### config.mk
export PLATFORM = sky130hd
export DESIGN_NAME = flash_special_sector_guard
export DESIGN_NICKNAME = d
export VERILOG_FILES = /design/src/fsg_pkg.sv /design/src/fsg_decode.sv /design/src/flash_special_sector_guard.sv
export SDC_FILE = /design/constraint.sdc
export NUM_CORES = 1
export LEC_CHECK = 0
export ABC_AREA = 1
export BUFFER_PORTS_ARGS = -buffer_cell sky130_fd_sc_hd__buf_2
export CAP_MARGIN = 10
export CORE_ASPECT_RATIO = 0.6
export CORE_MARGIN = 4
export CORE_UTILIZATION = 27
export CTS_BUF_LIST = sky130_fd_sc_hd__clkbuf_4 sky130_fd_sc_hd__clkbuf_8 sky130_fd_sc_hd__clkbuf_16
export CTS_CLUSTER_SIZE = 20
export DETAILED_ROUTE_END_ITERATION = 10
export PLACE_DENSITY_LB_ADDON = 0.2
export SYNTH_ARGS = -nofsm -noshare
export SYNTH_HDL_FRONTEND = slang
export SYNTH_HIERARCHICAL = 1
export SYNTH_SLANG_ARGS = --single-unit
### constraint.sdc
create_clock -name clk_sys -period 2.3 [get_ports clk_sys]
set_input_delay 0.115 -clock clk_sys [delete_from_list [all_inputs] [get_ports clk_sys]]
set_output_delay 0.115 -clock clk_sys [all_outputs]
set_load 0.02 [all_outputs]
### src/fsg_pkg.sv
// package: address map, register offsets and carrier types of the special sector guard
package fsg_pkg;

   // ------------------------------------------------------------
   // array address map (byte addresses)
   // ------------------------------------------------------------
   localparam logic [23:0] DATA_BASE = 24'h800000;       // data array low space
   localparam logic [23:0] DATA_LAST = 24'h80ffff;
   localparam logic [23:0] DATA_SECT_SIZE = 24'h004000;  // 16 KB sectors
   localparam int DATA_SECT_SHIFT = 14;
   localparam int DATA_SECTORS = 4;
   localparam logic [23:0] DTEST_BASE = 24'hc00000;      // data test sector
   localparam logic [23:0] DTEST_LAST = 24'hc03fff;
   localparam logic [23:0] CTEST_BASE = 24'h400000;      // code test sector
   localparam logic [23:0] CTEST_LAST = 24'h403fff;
   localparam logic [23:0] SHADOW_BASE = 24'h200000;     // code shadow sector
   localparam logic [23:0] SHADOW_LAST = 24'h203fff;
   localparam logic [13:0] TEST_OTP_LAST = 14'h1fff;     // first 8 KB user area
   localparam logic [13:0] TEST_OTP2_FIRST = 14'h3d00;
   localparam logic [13:0] TEST_OTP2_LAST = 14'h3de7;
   localparam logic [13:0] TEST_OTP3_FIRST = 14'h3e00;
   localparam logic [13:0] TEST_OTP3_LAST = 14'h3eff;
   localparam logic [13:0] TEST_PRI_LOCK = 14'h3de8;
   localparam logic [13:0] TEST_SEC_LOCK = 14'h3df8;
   localparam logic [13:0] SHADOW_USER_LAST = 14'h3dcf;
   localparam logic [23:0] STORE_SIZE_KB = 24'h000040;   // 64 KB user store
   localparam logic [23:0] TEST_SIZE_KB = 24'h000010;    // 16 KB test sector

   // ------------------------------------------------------------
   // nonvolatile word images (byte address of 64-bit word)
   // ------------------------------------------------------------
   localparam logic [23:0] CENSOR_PASSWORD_IMAGE = 24'h203dd8;
   localparam logic [23:0] CENSOR_CONTROL_IMAGE = 24'h203de0;
   localparam logic [23:0] FLASH_ACCESS_PROTECT_IMAGE = 24'h203e00;
   localparam logic [23:0] USER_OPTIONS_IMAGE = 24'h203e18;
   localparam logic [23:0] UNIQUE_ID_LOW = 24'h403c10;
   localparam logic [23:0] UNIQUE_ID_HIGH = 24'h403c18;
   localparam logic [23:0] CODE_PRIMARY_LOCK_IMAGE = 24'h403de8;
   localparam logic [23:0] CODE_SECONDARY_LOCK_IMAGE = 24'h403df8;
   localparam logic [23:0] DATA_PRIMARY_LOCK_IMAGE = 24'hc03de8;
   localparam logic [23:0] DATA_SECONDARY_LOCK_IMAGE = 24'hc03df8;

   // ------------------------------------------------------------
   // wishbone register map (byte offsets, word aligned)
   // ------------------------------------------------------------
   localparam logic [7:0] REG_MODULE_CONFIG = 8'h00;   // bit0 data, bit1 code protected_area_select
   localparam logic [7:0] REG_PRIMARY_LOCK = 8'h04;    // primary_block_lock_reg
   localparam logic [7:0] REG_SECONDARY_LOCK = 8'h08;  // secondary_block_lock_reg
   localparam logic [7:0] REG_STATUS = 8'h0c;          // busy, last verdict
   localparam logic [7:0] REG_OP_ADDR = 8'h10;         // request address
   localparam logic [7:0] REG_OP_CMD = 8'h14;          // write starts request
   localparam logic [7:0] REG_REJECT_COUNT = 8'h18;    // refused requests
   localparam int LOCK_LOW_POS = 0;        // low_space_lock_0..3 at bits 3:0
   localparam int LOCK_TEST_SHADOW_POS = 4;  // test_shadow_lock / secondary
   localparam int CMD_ERASE_POS = 0;       // 1 erase, 0 program
   localparam int CMD_USER_POS = 1;        // 1 user mode request
   localparam int CMD_CODE_POS = 2;        // 1 code array, 0 data array
   localparam logic [31:0] MODULE_CONFIG_RST = 32'h00000000;
   localparam logic [31:0] LOCK_RST = 32'h0000001f;  // all locked out of reset

   // ------------------------------------------------------------
   // timing: bank busy time per operation
   // ------------------------------------------------------------
   localparam int OP_TIME_NS = 40;
   localparam int CLK_PERIOD_NS = 4;
   localparam int OP_CYCLES = (OP_TIME_NS + CLK_PERIOD_NS - 1) / CLK_PERIOD_NS;

   // ------------------------------------------------------------
   // carriers
   // ------------------------------------------------------------
   typedef enum logic [2:0] {
      FSG_OK, FSG_BAD_ADDR, FSG_LOCKED, FSG_NOT_ENABLED, FSG_NOT_USER, FSG_NO_ERASE
   } fsg_verdict_t;

   typedef struct packed {
      logic [23:0] addr;
      logic erase;
      logic user;
      logic code;
   } fsg_req_t;

   typedef struct packed {
      logic allow;
      fsg_verdict_t verdict;
      logic lockedSector;
   } fsg_res_t;

endpackage : fsg_pkg

### src/fsg_decode.sv
// module: combinational decode and permission check of one request
`timescale 1ns/1ps
module fsg_decode import fsg_pkg::*; #(
   parameter int SECTORS = DATA_SECTORS
) (
   input wire fsg_req_t req,
   input wire logic areaSelCode,
   input wire logic areaSelData,
   input wire logic [SECTORS-1:0] lowLockPri,
   input wire logic [SECTORS-1:0] lowLockSec,
   input wire logic tsLockPri,
   input wire logic tsLockSec,
   output fsg_res_t res
);
   logic [13:0] off;            // offset within a 16 KB sector
   logic inData, inTest, inShadow;
   logic [1:0] sect;

   assign off = req.addr[13:0];
   assign sect = req.addr[DATA_SECT_SHIFT +: 2];

   // ------------------------------------------------------------
   // verdict: priority is address, erase ban, enable, lock, user area
   // ------------------------------------------------------------
   always_comb begin
      inData = !req.code && req.addr >= DATA_BASE && req.addr <= DATA_LAST;
      inTest = req.code ? (req.addr >= CTEST_BASE && req.addr <= CTEST_LAST)
                        : (req.addr >= DTEST_BASE && req.addr <= DTEST_LAST);
      // shadow decoded only for the code array
      inShadow = req.code && req.addr >= SHADOW_BASE && req.addr <= SHADOW_LAST;
      res.lockedSector = 1'b0;
      res.verdict = FSG_OK;
      if (inData) begin
         // either lock register locks the sector
         res.lockedSector = lowLockPri[sect] | lowLockSec[sect];
         if (res.lockedSector) begin
            res.verdict = FSG_LOCKED;
         end
      end else if (inTest) begin
         res.lockedSector = tsLockPri | tsLockSec;
         if (req.erase) begin
            res.verdict = FSG_NO_ERASE;
         end else if (req.user && !(req.code ? areaSelCode : areaSelData)) begin
            res.verdict = FSG_NOT_ENABLED;
         end else if (res.lockedSector) begin
            res.verdict = FSG_LOCKED;
         end else if (req.user && off > TEST_OTP_LAST) begin
            res.verdict = FSG_NOT_USER;
         end
      end else if (inShadow) begin
         res.lockedSector = tsLockPri | tsLockSec;
         if (req.user && !areaSelCode) begin
            res.verdict = FSG_NOT_ENABLED;
         end else if (res.lockedSector) begin
            res.verdict = FSG_LOCKED;
         end
      end else begin
         res.verdict = FSG_BAD_ADDR;
      end
      res.allow = (res.verdict == FSG_OK);
   end

endmodule : fsg_decode

### src/flash_special_sector_guard.sv
// module: special sector guard with wishbone registers and bank interlock
//
// The Wishbone slave port was chosen for this implementation.
`timescale 1ns/1ps
module flash_special_sector_guard import fsg_pkg::*; #(
   parameter logic [127:0] UNIQUE_ID = 128'h0123456789abcdef0123456789abcdef, // arbitrary
   parameter int SECTORS = DATA_SECTORS
) (
   input wire logic clk_sys,
   input wire logic rst_n,
   // wishbone classic slave
   input wire logic wb_cyc_i,
   input wire logic wb_stb_i,
   input wire logic wb_we_i,
   input wire logic [7:0] wb_adr_i,
   input wire logic [3:0] wb_sel_i,
   input wire logic [31:0] wb_dat_i,
   output logic [31:0] wb_dat_o,
   output logic wb_ack_o,
   // controller side: array read path
   input wire logic rdReq,
   input wire logic [23:0] rdAddr,
   output logic rdGrant,
   output logic [127:0] rdData,
   output logic rdValid,
   input wire logic [127:0] arrayRdData,
   // controller side: operation start towards the high voltage sequencer
   output logic hvStart,
   output fsg_req_t hvReq,
   output logic [63:0] hvData,
   input wire logic hvDone
);
   // ------------------------------------------------------------
   // state
   // ------------------------------------------------------------
   typedef enum {ST_IDLE, ST_CHECK, ST_BUSY} fsg_state_t;

   typedef struct packed {
      fsg_state_t st;
      logic ack;
      logic [31:0] rdat;
      logic areaSelCode;       // code array protected_area_select
      logic areaSelData;       // data array protected_area_select
      logic [31:0] priLock;    // primary_block_lock_reg
      logic [31:0] secLock;    // secondary_block_lock_reg
      logic [23:0] opAddr;
      logic [63:0] opData;
      fsg_req_t req;
      fsg_verdict_t verdict;
      logic [15:0] rejects;
      logic [7:0] cnt;
      logic start;
      logic rvalid;
      logic [127:0] rdata;
   } fsg_regs_t;

   fsg_regs_t cur_ff, nxt_cur;
   fsg_res_t res;               // decode answer for the latched request
   logic wbReq;                 // new bus access this cycle
   logic busy;                  // request under check, or bank is in program or erase
   logic idHit;                 // read hits the unique identifier words

   // ------------------------------------------------------------
   // permission check
   // ------------------------------------------------------------
   fsg_decode #(.SECTORS(SECTORS)) u_decode (
      .req(cur_ff.req),
      .areaSelCode(cur_ff.areaSelCode),
      .areaSelData(cur_ff.areaSelData),
      .lowLockPri(cur_ff.priLock[LOCK_LOW_POS +: SECTORS]),
      .lowLockSec(cur_ff.secLock[LOCK_LOW_POS +: SECTORS]),
      .tsLockPri(cur_ff.priLock[LOCK_TEST_SHADOW_POS]),
      .tsLockSec(cur_ff.secLock[LOCK_TEST_SHADOW_POS]),
      .res(res)
   );

   assign wbReq = wb_cyc_i && wb_stb_i && !cur_ff.ack;
   assign busy = (cur_ff.st != ST_IDLE);
   assign idHit = (rdAddr[23:4] == UNIQUE_ID_LOW[23:4]);

   // ------------------------------------------------------------
   // next state
   // ------------------------------------------------------------
   always_comb begin
      nxt_cur = cur_ff;
      nxt_cur.ack = wbReq;          // one wait state, ack for one cycle
      nxt_cur.start = 1'b0;
      nxt_cur.rvalid = 1'b0;
      // register writes: config and lock registers take byte lane 0 only, the address takes lanes 0 to 2
      if (wbReq && wb_we_i) begin
         case (wb_adr_i)
            REG_MODULE_CONFIG: begin
               if (wb_sel_i[0]) begin
                  nxt_cur.areaSelData = wb_dat_i[0];
                  nxt_cur.areaSelCode = wb_dat_i[1];
               end
            end
            REG_PRIMARY_LOCK: begin
               if (wb_sel_i[0]) nxt_cur.priLock[7:0] = wb_dat_i[7:0];
            end
            REG_SECONDARY_LOCK: begin
               if (wb_sel_i[0]) nxt_cur.secLock[7:0] = wb_dat_i[7:0];
            end
            REG_OP_ADDR: begin
               for (int i = 0; i < 3; i++) begin
                  if (wb_sel_i[i]) nxt_cur.opAddr[8*i +: 8] = wb_dat_i[8*i +: 8];
               end
            end
            REG_OP_CMD: begin
               // a request while busy is dropped: one bank, one operation
               if (!busy) begin
                  nxt_cur.req.addr = {cur_ff.opAddr[23:3], 3'b000};
                  nxt_cur.req.erase = wb_dat_i[CMD_ERASE_POS];
                  nxt_cur.req.user = wb_dat_i[CMD_USER_POS];
                  nxt_cur.req.code = wb_dat_i[CMD_CODE_POS];
                  nxt_cur.opData = {wb_dat_i[31:8], 40'h0};
                  nxt_cur.st = ST_CHECK;
               end
            end
            default: begin
               // unmapped write has no effect
            end
         endcase
      end
      // register reads, unmapped reads as zero
      if (wbReq && !wb_we_i) begin
         case (wb_adr_i)
            REG_MODULE_CONFIG: nxt_cur.rdat = {30'h0, cur_ff.areaSelCode, cur_ff.areaSelData};
            REG_PRIMARY_LOCK: nxt_cur.rdat = cur_ff.priLock;
            REG_SECONDARY_LOCK: nxt_cur.rdat = cur_ff.secLock;
            REG_STATUS: nxt_cur.rdat = {28'h0, cur_ff.verdict, busy};
            REG_OP_ADDR: nxt_cur.rdat = {8'h0, cur_ff.opAddr};
            REG_REJECT_COUNT: nxt_cur.rdat = {16'h0, cur_ff.rejects};
            default: nxt_cur.rdat = 32'h0;
         endcase
      end
      // operation sequence
      case (cur_ff.st)
         ST_IDLE: begin
            // array reads only while no program or erase is running
            if (rdReq) begin
               nxt_cur.rvalid = 1'b1;
               nxt_cur.rdata = idHit ? UNIQUE_ID : arrayRdData;
            end
         end
         ST_CHECK: begin
            nxt_cur.verdict = res.verdict;
            if (res.allow) begin
               nxt_cur.start = 1'b1;  // shadow erase is an ordinary sector erase
               nxt_cur.cnt = 8'(OP_CYCLES);
               nxt_cur.st = ST_BUSY;
            end else begin
               // refused: no high voltage, array unchanged
               nxt_cur.rejects = cur_ff.rejects + 16'h1;
               nxt_cur.st = ST_IDLE;
            end
         end
         ST_BUSY: begin
            if (cur_ff.cnt != 8'h0) begin
               nxt_cur.cnt = cur_ff.cnt - 8'h1;
            end else if (hvDone) begin
               nxt_cur.st = ST_IDLE;
            end
         end
         default: nxt_cur.st = ST_IDLE;
      endcase
   end

   // ------------------------------------------------------------
   // registers
   // ------------------------------------------------------------
   always_ff @(posedge clk_sys) begin
      if (!rst_n) begin
         cur_ff <= '0;
         cur_ff.st <= ST_IDLE;
         cur_ff.priLock <= LOCK_RST;
         cur_ff.secLock <= LOCK_RST;
         cur_ff.areaSelCode <= MODULE_CONFIG_RST[1];
         cur_ff.areaSelData <= MODULE_CONFIG_RST[0];
         cur_ff.rdata <= '1;          // erased value
         cur_ff.verdict <= FSG_OK;
      end else begin
         cur_ff <= nxt_cur;
      end
   end

   // ------------------------------------------------------------
   // outputs
   // ------------------------------------------------------------
   assign wb_ack_o = cur_ff.ack;
   assign wb_dat_o = cur_ff.rdat;
   assign rdGrant = !busy && rdReq;
   assign rdValid = cur_ff.rvalid;
   assign rdData = cur_ff.rdata;
   assign hvStart = cur_ff.start;
   assign hvReq = cur_ff.req;
   assign hvData = cur_ff.opData;

endmodule : flash_special_sector_guard

==> results.json <==
{
  "drv_cap": 0,
  "worst-path-buf-inv": 3,
  "place.gp.congestion": 0.832,
  "leakage_uw": 0.00805,
  "clkSinkCount": 304,
  "grt_pass1_vias": 12100,
  "initial_core_util_pct": 27.3,
  "cts_root_buf": "clkbuf_16",
  "final_common_cell": "buf_2",
  "fin_tns_setup_ps": 0,
  "drt_iter0_markers": 840,
  "grt_pass1_wl_mm": 68.6,
  "die_w_um": 301,
  "critPathLaunchType": "flip-flop",
  "required_ps": 2180,
  "htreeDepth": 2,
  "cp_slowest_stage_delay_ps": 290,
  "finalPower_uw": 11700,
  "tightest_slew_ps": 693,
  "endpoint": "rdGrant",
  "antenna_left": 0,
  "finalSetupViolations": 0,
  "synthCells": 1857,
  "crit_path_cell_trace": "nor2_1 > nand2_1 > nor2_2 > nand3_2 > nor2_4 > nand2_8 > clkinv_8 > buf_12 > buf_4",
  "finClkSkew_ps": 24.0,
  "wl_per_cell_um": 15.8,
  "row_count": 64,
  "endpoint_kind": "output port",
  "rr_worst_depth": 10,
  "vias_per_cell": 4.39,
  "clockBufferDepth": 3,
  "worstHoldStart": "rdReq",
  "fillers": 5401,
  "dp_cells": 2725,
  "final_hold_viol_count": 0,
  "hp-class": "input port to flip-flop",
  "max-vdd-ir-drop_mv": 0.400,
  "final.min_clock_period_ps": 2150,
  "core_area_sq_um": 51000,
  "drc_errors": 0,
  "fp.dieH_um": 184,
  "path_delay_family": "simple AND/OR/NAND/NOR gates",
  "relSlewSlack_pct": 53.8,
  "finalCritPeriodShare_pct": 93.3,
  "fmax_mhz": 466,
  "fin_nets": 2447,
  "r2r_end": "rdData[6]$_SDFFE_PN1P_",
  "drt-pass1-iter-count": 6,
  "num_vias": 13000,
  "cts_tree": "built",
  "status": "finished, final reports clean",
  "antenna_found_initial": 1,
  "drive_gt1_share_pct": 24.4,
  "clock_latency_ps": 540,
  "ios": 458,
  "whs_path_depth": 5,
  "mostFrequentLayoutCells": "buf_2, nand2_1, dfxtp_1",
  "synth_area_per_cell_sq_um": 7.50,
  "port_buffers": 401,
  "crit_slowest_cell": "dfxtp_1",
  "powerDensity_nw_per_um2": 644,
  "dp_hpwl_mm": 32.4,
  "globalRouteOverflowTotal": 0,
  "totalWireLength_mm": 46.6,
  "r2r_setup_slack_ps": 170,
  "synth_area_sq_um": 13900,
  "fin_util_pct": 35.7,
  "stdcell_count": 2955,
  "drv_slew": 0,
  "numCtsBuffers": 35,
  "hold_slack_ps": 75.2,
  "timing.rr.start": "cur_ff[383]$_SDFF_PN0_",
  "crit_type": "flip-flop to output port",
  "cp_num_cells": 9,
  "worstPathMaxFanout": 11,
  "grt_util_all_layers_pct": 15.4,
  "n_antenna_cell": 0,
  "syn_to_final_growth_pct": 30.7,
  "grt_max_degree": 130,
  "clk_pin_slew_ps": 50,
  "die_area_sq_um": 55400,
  "yosysWarnings": 6,
  "cp.arrival_ps": 2030,
  "grt_setup_unrepaired": "false",
  "crit_start": "cur_ff[383]$_SDFF_PN0_"
}
## layer usage
layer	GRT usage, %	vias up	part of all wire (%)
met5	0	-	0.028
met4	4.16	2	2.6
met3	2.87	87	5.3
met2	24.6	336	46
met1	21.4	6072	46
li1	-	6483	-
## layout make-up
cell class	instances	area [sq um]	share of cell area, %
inverter	104	404	2.22
timing repair buffer	615	4230	23.2
tap	693	867	4.76
sequential	304	6090	33.4
multi-input combinational	1182	5470	30.0
clock inverter	12	154	0.846
clock buffer	45	993	5.46
## power by group
part	leakage, uW	internal [uW]	switching [uW]
sequential	0.00247	5300	9.57
clock	0.000577	3380	2310
combinational	0.00500	356	362
## timing repair
| item | 4_1_cts | 5_1_grt |
|---|---|---|
| setup endpoints to repair | 1 | 23 |
| pin swaps | 2 | 3 |
| hold endpoints to repair | 198 | 0 |
| cloned | 1 | 3 |
| hold buffers | 165 | 0 |
| resized for setup | 1 | 15 |
| setup buffers | 2 | 2 |
## sequential cells by signal (all words and copies together) (netlist names)
name and flops:
wb_dat_o 24, hvStart 1, wb_ack_o 1, rdData 128
hvData 24, hvReq 24, cur_ff 101, rdValid 1
## worst min path at each step
| stage | endpoint | slack, ps |
|---|---|---|
| floorplan | cur_ff[304]$_SDFFE_PN1P_ | 230 |
| global placement | rdData[42]$_SDFFE_PN1P_ | 330 |
| detailed placement | rdData[113]$_SDFFE_PN1P_ | 330 |
| CTS | rdData[7]$_SDFFE_PN1P_ | 20 |
| global route | rdData[7]$_SDFFE_PN1P_ | 100 |
| finish | rdData[7]$_SDFFE_PN1P_ | 80 |
## through the flow
stage	setup slack [ps]	area [sq um]
final	154	18200
after global routing	2.72	18200
after CTS	11.8	18000
after detailed placement	182	15200
after global placement	198	15200
after floorplan	528	14200
## worst min-delay path: cells and delay by family
kind	cells	cell delay (ps)
AO/OA/AOI/OAI	1	80
buffers and inverters	2	220
AND/OR/NAND/NOR	2	140
Power figures use the tool's default switching activity.
